$ cat config.mk
export PLATFORM = sky130hd
export DESIGN_NAME = bmi_exec
export DESIGN_NICKNAME = d
export VERILOG_FILES = /design/src/verilog/bmi_exec_pkg.sv /design/src/verilog/bmi_exec.sv
export VERILOG_INCLUDE_DIRS = /design/src /design/src/verilog
export SDC_FILE = /design/constraint.sdc
export NUM_CORES = 1
export LEC_CHECK = 0
export BUFFER_PORTS_ARGS = -buffer_cell sky130_fd_sc_hd__buf_2
export CORE_MARGIN = 8
export CORE_UTILIZATION = 34
export CTS_CLUSTER_SIZE = 20
export DETAILED_ROUTE_END_ITERATION = 10
export GPL_TIMING_DRIVEN = 0
export PLACE_DENSITY_LB_ADDON = 0.25
export REMOVE_ABC_BUFFERS = 1
export SLEW_MARGIN = 15
export SYNTH_ARGS = -nofsm -noshare
export SYNTH_HDL_FRONTEND = slang
export SYNTH_SLANG_ARGS = --single-unit
$ cat constraint.sdc
create_clock -name clk -period 5.2 [get_ports clk]
set_clock_uncertainty 0.05 [all_clocks]
set_input_delay 0.26 -clock clk [delete_from_list [all_inputs] [get_ports clk]]
set_output_delay 0.26 -clock clk [all_outputs]
set_load 0.01 [all_outputs]
$ cat src/verilog/bmi_exec_regs.svh
`ifndef BMI_EXEC_REGS_SVH
`define BMI_EXEC_REGS_SVH

// Opcode low bits shared by the three addressing forms; BMI_OP_START_IO is a whole opcode
`define BMI_OP_MOVE_IMM 6'h3C
`define BMI_OP_CLR 6'h3B
`define BMI_OP_SET 6'h3A
`define BMI_OP_SENSE 6'h30
`define BMI_OP_STORE_CPU 6'h3E
`define BMI_OP_START_IO 8'hF3
`define BMI_OP_ZN 4'h8

// Addressing mode codes in opcode bits 7:6 (operand 1) and bits 5:4 (operand 2)
`define BMI_AM_DIRECT 2'h0
`define BMI_AM_INDEX1 2'h1
`define BMI_AM_INDEX2 2'h2

// Program mode register bit positions (bit 0 is the LSB of the byte)
`define BMI_MODE_XL_OP1 6
`define BMI_MODE_XL_OP2 5

// Store-CPU selector codes
`define BMI_STORE_XLATE_A 4'h0
`define BMI_STORE_XLATE_B 4'h5
`define BMI_STORE_MODE 8'h40

// Translate entry fields
`define BMI_XLATE_GT64K 5
`define BMI_XLATE_DEPTH 32

// Sense selector that reads the panel switches
`define BMI_SENSE_PANEL 8'h00

`endif

$ cat src/verilog/bmi_exec_pkg.sv
package bmi_exec_pkg;

  typedef struct packed {
    logic [7:0] op;
    logic [7:0] q;
    logic [7:0] b3;
    logic [7:0] b4;
    logic [7:0] b5;
    logic [7:0] b6;
  } bmi_instr_s;

  typedef struct packed {
    logic [3:0] device_address_field;
    logic modifier;
    logic [2:0] fn;
    logic [7:0] ctrl;
    logic sense;
  } bmi_io_s;

  typedef enum logic [3:0] {
    BMI_IDLE, BMI_DEC, BMI_RD2, BMI_RD1, BMI_WR_LO, BMI_WR_HI, BMI_IO, BMI_START, BMI_DONE
  } bmi_state_e;

endpackage : bmi_exec_pkg

$ cat src/verilog/bmi_exec.sv
`include "bmi_exec_regs.svh"

module bmi_exec (
  input wire logic clk,
  input wire logic resetn,
  input wire logic start,
  input wire bmi_exec_pkg::bmi_instr_s instr,
  input wire logic [15:0] index_register_one,
  input wire logic [15:0] index_register_two,
  input wire logic [7:0] program_mode_register,
  input wire logic privileged,
  input wire logic dual_prog_en,
  output logic mem_req,
  output logic mem_we,
  output logic [16:0] mem_addr,
  output logic [7:0] mem_wdata,
  input wire logic [7:0] mem_rdata,
  input wire logic mem_ack,
  output logic io_req,
  output bmi_exec_pkg::bmi_io_s io_cmd,
  output logic io_uc_clear,
  input wire logic io_ack,
  input wire logic [15:0] io_data,
  input wire logic io_is_local,
  input wire logic [2:0] io_ext,
  input wire logic io_busy,
  input wire logic io_not_ready,
  input wire logic io_uc_block,
  input wire logic io_uc_pending,
  input wire logic io_opend_reset,
  input wire logic [15:0] panel_sw,
  input wire logic xlate_we,
  input wire logic [4:0] xlate_idx,
  input wire logic [7:0] xlate_wdata,
  output logic mode_ext_we,
  output logic [2:0] mode_ext,
  output logic level_adv,
  output logic priv_fault,
  output logic done,
  output logic busy
);
  import bmi_exec_pkg::*;

  bmi_state_e state;
  bmi_instr_s ir;
  logic [15:0] ea1;
  logic [15:0] ea2;
  logic [7:0] opnd2;
  logic [15:0] wr_data;
  logic two_byte;
  logic [7:0] address_translate_entry [`BMI_XLATE_DEPTH];
  logic [15:0] panel_meta;
  logic [15:0] panel_sync;

  function automatic logic [15:0] bmi_ea(input logic [1:0] mode, input logic [7:0] hi, input logic [7:0] lo,
                                        input logic [15:0] x1, input logic [15:0] x2);
    logic [15:0] r;
    r = {hi, lo};
    if (mode == `BMI_AM_INDEX1) begin
      r = x1 + {8'h00, hi};
    end else if (mode == `BMI_AM_INDEX2) begin
      r = x2 + {8'h00, hi};
    end
    return r;
  endfunction : bmi_ea

  function automatic logic [16:0] bmi_phys(input logic [15:0] a, input logic en, input logic [7:0] e);
    logic [16:0] r;
    r = {1'b0, a};
    if (en) begin
      r = {e[`BMI_XLATE_GT64K], e[4:0], a[10:0]};
    end
    return r;
  endfunction : bmi_phys

  // Decode of the latched instruction
  wire [1:0] am1 = ir.op[7:6];
  wire [1:0] am2 = ir.op[5:4];
  wire is_zn = (ir.op[3:0] == `BMI_OP_ZN) && (am1 != 2'h3) && (am2 != 2'h3);
  wire is_imm = (ir.op[5:0] == `BMI_OP_MOVE_IMM) && (am1 != 2'h3);
  wire is_clr = (ir.op[5:0] == `BMI_OP_CLR) && (am1 != 2'h3);
  wire is_set = (ir.op[5:0] == `BMI_OP_SET) && (am1 != 2'h3);
  wire is_sense = (ir.op[5:0] == `BMI_OP_SENSE) && (am1 != 2'h3);
  wire is_store = (ir.op[5:0] == `BMI_OP_STORE_CPU) && (am1 != 2'h3);
  wire is_start = (ir.op == `BMI_OP_START_IO);

  // Operand addresses; operand 2 follows operand 1's address bytes
  wire [15:0] next_ea1 = bmi_ea(am1, ir.b3, ir.b4, index_register_one, index_register_two);
  wire [7:0] op2_hi = (am1 == `BMI_AM_DIRECT) ? ir.b5 : ir.b4;
  wire [7:0] op2_lo = (am1 == `BMI_AM_DIRECT) ? ir.b6 : ir.b5;
  wire [15:0] next_ea2 = bmi_ea(am2, op2_hi, op2_lo, index_register_one, index_register_two);

  // Translation enables; store-CPU operand cycles stay untranslated
  wire xl1 = program_mode_register[`BMI_MODE_XL_OP1] && !is_store;
  wire xl2 = program_mode_register[`BMI_MODE_XL_OP2];
  wire [15:0] ea1_m1 = ea1 - 16'h0001;
  wire [16:0] phys1 = bmi_phys(ea1, xl1, address_translate_entry[ea1[15:11]]);
  wire [16:0] phys1_m1 = bmi_phys(ea1_m1, xl1, address_translate_entry[ea1_m1[15:11]]);
  wire [16:0] phys2 = bmi_phys(ea2, xl2, address_translate_entry[ea2[15:11]]);

  // Zone/numeric move, selector bit 0 picks source nibble, bit 1 destination
  wire [3:0] zn_src = ir.q[0] ? opnd2[3:0] : opnd2[7:4];
  wire [7:0] zn_res = ir.q[1] ? {mem_rdata[7:4], zn_src} : {zn_src, mem_rdata[3:0]};
  wire [7:0] mod_res = is_clr ? (mem_rdata & ~ir.q) : (mem_rdata | ir.q);

  // Store-CPU source selection
  wire store_xlate = (ir.q[7:4] == `BMI_STORE_XLATE_A) || (ir.q[7:4] == `BMI_STORE_XLATE_B);
  wire [4:0] xlate_even = {ir.q[3:0], 1'b0};
  wire [4:0] xlate_odd = {ir.q[3:0], 1'b1};
  wire [15:0] store_data = store_xlate ? {address_translate_entry[xlate_odd], address_translate_entry[xlate_even]}
                         : (ir.q == `BMI_STORE_MODE) ? {program_mode_register, 8'h00} : 16'h0000;

  // Start I/O decisions
  wire start_wait = io_busy || io_not_ready;
  wire start_skip = io_uc_block && !io_opend_reset;

  always_ff @(posedge clk or negedge resetn) begin
    if (!resetn) begin
      panel_meta <= 16'h0000;
      panel_sync <= 16'h0000;
    end else begin
      panel_meta <= panel_sw;
      panel_sync <= panel_meta;
    end
  end

  always_ff @(posedge clk) begin
    if (xlate_we) begin
      address_translate_entry[xlate_idx] <= xlate_wdata;
    end
  end

  always_ff @(posedge clk or negedge resetn) begin
    if (!resetn) begin
      state <= BMI_IDLE;
      ir <= '0;
      ea1 <= 16'h0000;
      ea2 <= 16'h0000;
      opnd2 <= 8'h00;
      wr_data <= 16'h0000;
      two_byte <= 1'b0;
      mem_req <= 1'b0;
      mem_we <= 1'b0;
      mem_addr <= 17'h00000;
      mem_wdata <= 8'h00;
      io_req <= 1'b0;
      io_cmd <= '0;
      io_uc_clear <= 1'b0;
      mode_ext_we <= 1'b0;
      mode_ext <= 3'h0;
      level_adv <= 1'b0;
      priv_fault <= 1'b0;
      done <= 1'b0;
      busy <= 1'b0;
    end else begin
      io_req <= 1'b0;
      io_uc_clear <= 1'b0;
      mode_ext_we <= 1'b0;
      level_adv <= 1'b0;
      priv_fault <= 1'b0;
      done <= 1'b0;
      unique case (state)
        BMI_IDLE: begin
          if (start) begin
            ir <= instr;
            busy <= 1'b1;
            state <= BMI_DEC;
          end
        end
        BMI_DEC: begin
          ea1 <= next_ea1;
          ea2 <= next_ea2;
          state <= BMI_DONE;
          if (is_start) begin
            if (!privileged) begin
              priv_fault <= 1'b1;
            end else begin
              state <= BMI_START;
            end
          end else if (is_zn) begin
            state <= BMI_RD2;
          end else if (is_imm) begin
            wr_data <= {8'h00, ir.q};
            two_byte <= 1'b0;
            state <= BMI_WR_LO;
          end else if (is_clr || is_set) begin
            state <= BMI_RD1;
          end else if (is_sense) begin
            two_byte <= 1'b1;
            if (ir.q == `BMI_SENSE_PANEL) begin
              wr_data <= panel_sync;
              state <= BMI_WR_LO;
            end else begin
              io_req <= 1'b1;
              io_cmd <= {ir.q[7:4], ir.q[3], ir.q[2:0], 8'h00, 1'b1};
              state <= BMI_IO;
            end
          end else if (is_store) begin
            wr_data <= store_data;
            two_byte <= 1'b1;
            state <= BMI_WR_LO;
          end
        end
        BMI_RD2: begin
          mem_addr <= phys2;
          mem_req <= 1'b1;
          mem_we <= 1'b0;
          if (mem_req && mem_ack) begin
            opnd2 <= mem_rdata;
            mem_req <= 1'b0;
            state <= BMI_RD1;
          end
        end
        BMI_RD1: begin
          mem_addr <= phys1;
          mem_req <= 1'b1;
          mem_we <= 1'b0;
          if (mem_req && mem_ack && mem_addr == phys1) begin
            wr_data <= {8'h00, is_zn ? zn_res : mod_res};
            two_byte <= 1'b0;
            mem_req <= 1'b0;
            state <= BMI_WR_LO;
          end
        end
        BMI_WR_LO: begin
          mem_addr <= phys1;
          mem_wdata <= wr_data[7:0];
          mem_we <= 1'b1;
          mem_req <= 1'b1;
          if (mem_req && mem_we && mem_ack) begin
            mem_req <= 1'b0;
            mem_we <= 1'b0;
            state <= two_byte ? BMI_WR_HI : BMI_DONE;
          end
        end
        BMI_WR_HI: begin
          mem_addr <= phys1_m1;
          mem_wdata <= wr_data[15:8];
          mem_we <= 1'b1;
          mem_req <= 1'b1;
          if (mem_req && mem_we && mem_ack && mem_addr == phys1_m1) begin
            mem_req <= 1'b0;
            mem_we <= 1'b0;
            state <= BMI_DONE;
          end
        end
        BMI_IO: begin
          if (io_ack) begin
            wr_data <= io_data;
            if (io_is_local) begin
              mode_ext <= io_ext;
              mode_ext_we <= 1'b1;
            end
            state <= BMI_WR_LO;
          end
        end
        BMI_START: begin
          if (start_wait) begin
            if (dual_prog_en) begin
              level_adv <= 1'b1;
              state <= BMI_DONE;
            end
          end else if (start_skip) begin
            state <= BMI_DONE;
          end else begin
            io_req <= 1'b1;
            io_cmd <= {ir.q[7:4], ir.q[3], ir.q[2:0], ir.b3, 1'b0};
            io_uc_clear <= io_uc_pending && !io_uc_block;
            state <= BMI_DONE;
          end
        end
        BMI_DONE: begin
          done <= 1'b1;
          busy <= 1'b0;
          mem_req <= 1'b0;
          mem_we <= 1'b0;
          state <= BMI_IDLE;
        end
      endcase
    end
  end

endmodule : bmi_exec

==> reports/metrics.csv, run 1 <==
stage,metric,value,unit
outcome,status,finished clean,
floorplanning,Initial Util,0.341,
setup_path,CP Capture Type,flop,
synth,Most used DFF post-synth,edfxtp_1,
route,vias per cell,5.95,
placement,Final GP Congestion,0.915,
synth,"Avg Cell Area, Syn",11.9,um2
route,DRC violations left,0,
power_and_ir_drop,net switching power,0.00832,W
setup_path,CP max stage delay,770,ps
clock_network,H-tree levels,2,
setup_path,"CP delay by family, top",simple AND/OR/NAND/NOR gates,
sta,Worst Max-Slew Pin Slew,1150,ps
synth,Synth top area share,0.287,
placement,# port buffers,211,
route,final antenna-violating net count,0,
grt,first-pass GRT wire length,147,mm
synth,register bit total from synthesis,451,
sta,RSZ-0062 raised after global routing,no,
sta,achievable clock frequency,0.199,GHz
route,vias after detailed routing,21515,
placement,post-DP HPWL,72.7,mm
setup_path,CP Class,reg2reg,
hold_path,Tightest Hold Check Type,in2reg,
grt,largest net degree at the start of global routing,99,
floorplanning,die width,296,um
route,wire length per cell,28.0,um
clock_network,CTS root buf,clkbuf_16,
sta,Pins Over Slew Limit,0,
synth,Syn Inst Count,2254,
synth,cell taking the most area after synthesis,edfxtp_1,
route,initial drt markers,2242,
synth,"Warnings, synthesis",0,
grt,number of global-route vias before repair,21575,
route,TritonRoute pass-1 iters,6,
sta,"Hold Vio Cnt, Final",0,
clock_network,worst skew pair latency,630,ps
power_and_ir_drop,worst vdd ir,0.000276,V
grt,GRT Total Usage,0.224,
synth,most frequent cell after synthesis,edfxtp_1,
clock_network,clock sink total,451,
synth,Synth area leaders,"edfxtp_1, dfrtp_1, mux4_2, mux2_2, mux2i_1",
sta,WHS,75.3,ps
synth,"top cells by count, synth","edfxtp_1, dfrtp_1, nand2_1, nor2_1, mux4_2",
setup_path,"Cell Chain, Critical Path","buf_12, or3_1, or4_4, nand2_8, mux4_2, a22oi_1, nand3_1, a32oi_2, xor2_1, nand4b_1, o31ai_4, buf_12, a31oi_1",
setup_path,WP buf/inv,2,
power_and_ir_drop,Clock Power Share,0.186,
setup_path,Worst path slowest cell,or4_4,
setup_path,Worst Path Required,5620,ps
sta,final-report setup violation count,0,
clock_network,clk slew on worst S/H paths,60,ps
layout,"Area growth, synth to finish",21.3,%
clock_network,CTS tree,yes,
layout,Final nets,2717,
power_and_ir_drop,Int Power,0.0107,W
sta,relative slew slack,0.229,
floorplanning,Top-Level Pins,212,
synth,Mapped Area,26700,um2
synth,post-synthesis async set-or-reset flop share,0.432,
floorplanning,Die Ht,296,um
sta,fraction of the cycle the final worst path needs,0.968,
route,total detailed-routing wirelength,101,mm
floorplanning,num rows,103,
setup_path,crit path max fanout,27,
sta,crit path time final,5030,ps
grt,antenna violations before repair,4,
setup_path,Worst Path Arrival,5450,ps
power_and_ir_drop,power per cell area,587,nW/um2
power_and_ir_drop,Flop pwr share,0.306,
clock_network,total CTS buffers,52,
placement,pre-CTS setup slack,-560,ps
synth,synth unique cells,87,
power_and_ir_drop,Lkg Pwr,12.1,nW
synth,"EDFF count, synth",256,
floorplanning,Core Area,78500,um2
setup_path,cell repeated most along the worst path,buf_12,
sta,post-route setup slack,167,ps
job,Max-cap violations,0,
synth,sequential share of the synthesized area,0.470,
layout,share of cells above drive strength 1,0.279,
power_and_ir_drop,Sw Ratio,0.437,
grt,GRT overflow,0,
clock_network,worst-case clock buffer depth,3,
setup_path,CP startpoint kind,flop,
floorplanning,die area,87900,um2
power_and_ir_drop,Gate power share,0.508,
## placed cells by master (no fill, tap or decap), types with 32 or more instances in the layout
cell,instances
nor3_1,37
clkbuf_16,53
nor2_1,141
nand2_1,192
mux4_2,168
o21ai_0,144
xnor2_1,58
buf_2,214
mux2i_1,93
dfrtp_1,180
mux2_2,102
nand3_1,40
nor2_2,34
a21oi_1,131
edfxtp_1,256
inv_1,50
dlygate4sd3_1,98
a211oi_1,56
ha_1,32
## power by group through the flow
| stage | clock, W | combinational (W) | sequential [W] |
|---|---|---|---|
| 3_5_place_dp | 0 | 0.00937 | 0.00588 |
| 4_1_cts | 0.00361 | 0.00953 | 0.00582 |
| 2_1_floorplan | 0 | 0.00594 | 0.00568 |
| 5_1_grt | 0.00375 | 0.0104 | 0.00591 |
| 6_report | 0.00354 | 0.00968 | 0.00583 |
| 3_3_place_gp | 0 | 0.00856 | 0.00642 |
## flip-flops by register name (all words and copies together), names as in the netlist, 2 cells and up
signal                   count
mem_wdata                    8
am1                          2
state                        4
panel_meta                  16
ea1                         16
io_cmd                      17
address_translate_entry    256
panel_sync                  16
am2                          2
ea2                         16
mode_ext                     3
mem_addr                    17
wr_data                     16
ir                          44
opnd2                        8
## routing by layer
layer  vias to the layer above  global-route usage  routed length [um]
li1                       9241                   -                   -
met1                     10881               0.281               38400
met2                      1150               0.368               47900
met3                       241              0.0513                9860
met4                         2               0.102                5180
met5                         -                   0                   7
## final timing paths
kind,end,startpoint,cells past startpoint,slack (ps)
worst max register to register,state[0]$_DFFE_PN0P_,ea1[11]$_DFFE_PN0P_,13,170
worst min register to register,panel_sync[8]$_DFF_PN0_,panel_meta[8]$_DFF_PN0_,0,290
min in group asynchronous,ir[3]$_DFFE_PN0P_,resetn,3,230
max in group asynchronous,ir[35]$_DFFE_PN0P_,resetn,4,3910
worst max-delay path,state[0]$_DFFE_PN0P_,ea1[11]$_DFFE_PN0P_,13,170
worst min-delay path,address_translate_entry[2][2]$_DFFE_PP_,xlate_wdata[2],1,80
## stage by stage
stage	TNS [ps]	cell area, um2	utilization	instances	total power, W
global placement	-182090	28400	0.362	3352	0.0150
detailed placement	-2810	29700	0.378	3413	0.0152
floorplan	-44400	26000	-	2091	0.0116
finish	0	32400	0.413	3618	0.0190
global route	0	32400	0.413	3617	0.0200
CTS	0	32400	0.413	3612	0.0190
## cell type report
type	count	area (um2)
Antenna cell	2	5.00
Clock buffer	79	1470
Clock inverter	19	166
Fill cell	7304	46000
Inverter	51	191
Multi-Input combinational cell	1590	13600
Sequential cell	451	12600
Tap cell	1050	1310
Timing Repair Buffer	376	3130
## cells by family (layout without fill, tap and decap cells)
logic type,after synthesis,in the layout,share of synthesized area
buffers and inverters,214,525,0.0341
multiplexers,368,368,0.223
other,0,2,0
adder cells (fa/ha/maj),37,37,0.0184
AO/OA/AOI/OAI,523,523,0.126
AND/OR/NAND/NOR,575,576,0.100
flip-flops,451,451,0.470
XOR/XNOR,86,86,0.0287
## timing repair
action / 4_1_cts / 5_1_grt
hold buffers: 98 / 0
endpoints found under the setup margin: 7 / 8
cloned: 1 / 0
pin swaps: 2 / 2
resized for setup: 5 / 4
buffers inserted: 2 / 4
hold endpoints to repair: 191 / 0
No activity file was read; power rests on OpenSTA's default activity.
==> run 2: changes to the inputs <==
--- a/config.mk
+++ b/config.mk
@@ -8,7 +8,7 @@
 export LEC_CHECK = 0
 export BUFFER_PORTS_ARGS = -buffer_cell sky130_fd_sc_hd__buf_2
 export CORE_MARGIN = 8
-export CORE_UTILIZATION = 34
+export CORE_UTILIZATION = 40
 export CTS_CLUSTER_SIZE = 20
 export DETAILED_ROUTE_END_ITERATION = 10
 export GPL_TIMING_DRIVEN = 0
==> run 2 against run 1 <==
Effect of this change: sequential power grew 1%; flip-flop and latch count is the same; worst setup slack lost 33 ps; critical path depth is the same.
==> reports/metrics.csv, run 2 (synthesized netlist as in run 1, its figures left out) <==
stage,metric,value,unit,change
sta,Pins Over Slew Limit,0,,unchanged
setup_path,Worst Path Arrival,5500,ps,+50 ps
route,initial drt markers,2854,,+27%
clock_network,worst-case clock buffer depth,3,,unchanged
floorplanning,Initial Util,0.401,,+0.0603
sta,RSZ-0062 raised after global routing,no,,
route,vias after detailed routing,21451,,-0.30%
setup_path,CP startpoint kind,flop,,
sta,achievable clock frequency,0.197,GHz,-0.64%
layout,Final nets,2699,,-0.66%
setup_path,CP Capture Type,flop,,
grt,first-pass GRT wire length,142,mm,-3.2%
hold_path,Tightest Hold Check Type,in2reg,,
sta,fraction of the cycle the final worst path needs,0.974,,+0.00626
power_and_ir_drop,Lkg Pwr,11.9,nW,-0.94%
layout,fin util,0.480,,+0.0668
route,final antenna-violating net count,0,,unchanged
sta,relative slew slack,0.158,,-0.0711
placement,Placement Cell Area,29300,um2,-1.5%
clock_network,CTS tree,yes,,
grt,GRT overflow,0,,unchanged
clock_network,H-tree levels,2,,unchanged
grt,GRT Total Usage,0.252,,+0.0282
sta,final-report setup violation count,0,,unchanged
placement,Placed Instances,3223,,-5.6%
power_and_ir_drop,power per cell area,592,nW/um2,+0.84%
floorplanning,Die Ht,275,um,-7.4%
sta,Worst Max-Slew Pin Slew,1260,ps,+110 ps
clock_network,CTS root buf,clkbuf_16,,
layout,largest registers,"address_translate_entry (256), ir (44)",,
power_and_ir_drop,Gate power share,0.499,,-0.009
route,TritonRoute pass-1 iters,6,,unchanged
power_and_ir_drop,worst vdd ir,0.000334,V,+21%
layout,"commonest non-fill, non-tap cells in the layout","edfxtp_1, buf_2, nand2_1, dfrtp_1, mux4_2",,
floorplanning,Top-Level Pins,212,,unchanged
grt,antenna violations before repair,2,,-2
floorplanning,die width,275,um,-7.4%
job,Max-cap violations,0,,unchanged
power_and_ir_drop,Clock Power Share,0.189,,+0.003
route,vias per cell,6.28,,+5.6%
floorplanning,Core Area,66700,um2,-15%
route,total detailed-routing wirelength,97.1,mm,-4.2%
clock_network,clk slew on worst S/H paths,60,ps,about the same
layout,"Area growth, synth to finish",19.7,%,
floorplanning,num rows,95,,-7.8%
sta,crit path time final,5070,ps,+32.6 ps
power_and_ir_drop,Sw Ratio,0.435,,-0.00143
floorplanning,die area,75400,um2,-14%
route,DRC violations left,0,,unchanged
power_and_ir_drop,net switching power,0.00825,W,-0.81%
layout,Final Cell Area,32000,um2,-1.3%
placement,# port buffers,211,,unchanged
setup_path,Worst Path Required,5640,ps,+20 ps
grt,largest net degree at the start of global routing,107,,+8.1%
grt,number of global-route vias before repair,21376,,-0.92%
clock_network,total CTS buffers,49,,-5.8%
setup_path,CP Class,reg2reg,,
layout,Antenna diodes,0,,-2
sta,"Hold Vio Cnt, Final",0,,unchanged
outcome,status,finished clean,,
power_and_ir_drop,Flop pwr share,0.312,,+0.006
clock_network,worst skew pair latency,630,ps,about the same
layout,Layout Cells excl Fill,3417,,-5.6%
clock_network,clock sink total,451,,unchanged
route,wire length per cell,28.4,um,+1.5%
power_and_ir_drop,Int Power,0.0107,W,-0.23%
placement,post-DP HPWL,69.4,mm,-4.6%
layout,share of cells above drive strength 1,0.281,,+0.00163
layout,"commonest non-fill, non-tap cell in the layout",edfxtp_1,,
layout,Reg with most FFs,address_translate_entry,,
setup_path,crit path max fanout,30,,+11%
layout,max reg flops,256,,unchanged
placement,Final GP Congestion,0.898,,-1.8%
## run 2: per-stage QoR
step / setup TNS [ps] / power (W) / setup slack, ps / hold WS, ps
after floorplan: -44400 / 0.0116 / -2840 / -85.6
after global placement: -184970 / 0.0149 / -6930 / 286
after detailed placement: -4370 / 0.0151 / -785 / 285
after CTS: 0 / 0.0188 / 24.2 / 3.91
after global routing: 0 / 0.0199 / 3.08 / 40.5
final: 0 / 0.0190 / 134 / 24.3
## run 2: routing by layer
metal	up-vias	routed length [um]	part of all wire	GRT usage
met2	1280	45400	0.47	0.407
li1	9218	-	-	-
met4	4	5430	0.056	0.122
met1	10664	37100	0.38	0.323
met3	285	9190	0.095	0.0526
met5	-	30	0.00031	0
## run 2: repair_timing
| item | CTS | global route |
|---|---|---|
| resized for setup | 8 | 10 |
| hold endpoints to repair | 182 | 0 |
| hold buffers | 95 | 0 |
| setup endpoints to repair | 11 | 15 |
| pin swaps | 3 | 1 |
| setup buffers | 7 | 1 |
## run 2: area by class of cell
class / instances / area [um2]
clock buffers: 64 / 1360
clock inverters: 27 / 283
fillers: 5883 / 34700
inverters: 51 / 193
multi-input cells: 1589 / 13600
flip-flops and latches: 451 / 12600
well taps: 873 / 1090
repair buffers: 362 / 2920
## run 2: worst max-delay path, cell delays in order, from the launching register on
cell and delay [ps]:
dfrtp_4 680, buf_16 280, mux4_2 550, mux4_2 490, mux2_2 330, mux2i_1 270
xnor2_1 110, nor3_1 310, a21oi_2 210, a2111oi_4 610, buf_4 260, buf_2 210
buf_4 190, mux2_2 330
## run 2: power by group through the flow
| stage | clock network, W | registers [W] | logic, W |
|---|---|---|---|
| global placement | 0 | 0.00640 | 0.00847 |
| floorplan | 0 | 0.00568 | 0.00594 |
| CTS | 0.00363 | 0.00587 | 0.00933 |
| finish | 0.00359 | 0.00591 | 0.00946 |
| detailed placement | 0 | 0.00595 | 0.00913 |
| global route | 0.00375 | 0.00601 | 0.0101 |
## run 2: worst paths after layout
check | depth (start not counted) | from | slack, ps | end
min in group asynchronous | 2 | resetn | 220 | ir[16]$_DFFE_PN0P_
max | 13 | ea1[11]$_DFFE_PN0P_ | 130 | wr_data[6]$_DFFE_PN0P_
min reg2reg | 0 | panel_meta[2]$_DFF_PN0_ | 300 | panel_sync[2]$_DFF_PN0_
min | 4 | io_data[1] | 20 | wr_data[1]$_DFFE_PN0P_
max reg2reg | 13 | ea1[11]$_DFFE_PN0P_ | 130 | wr_data[6]$_DFFE_PN0P_
max in group asynchronous | 3 | resetn | 3810 | ir[34]$_DFFE_PN0P_
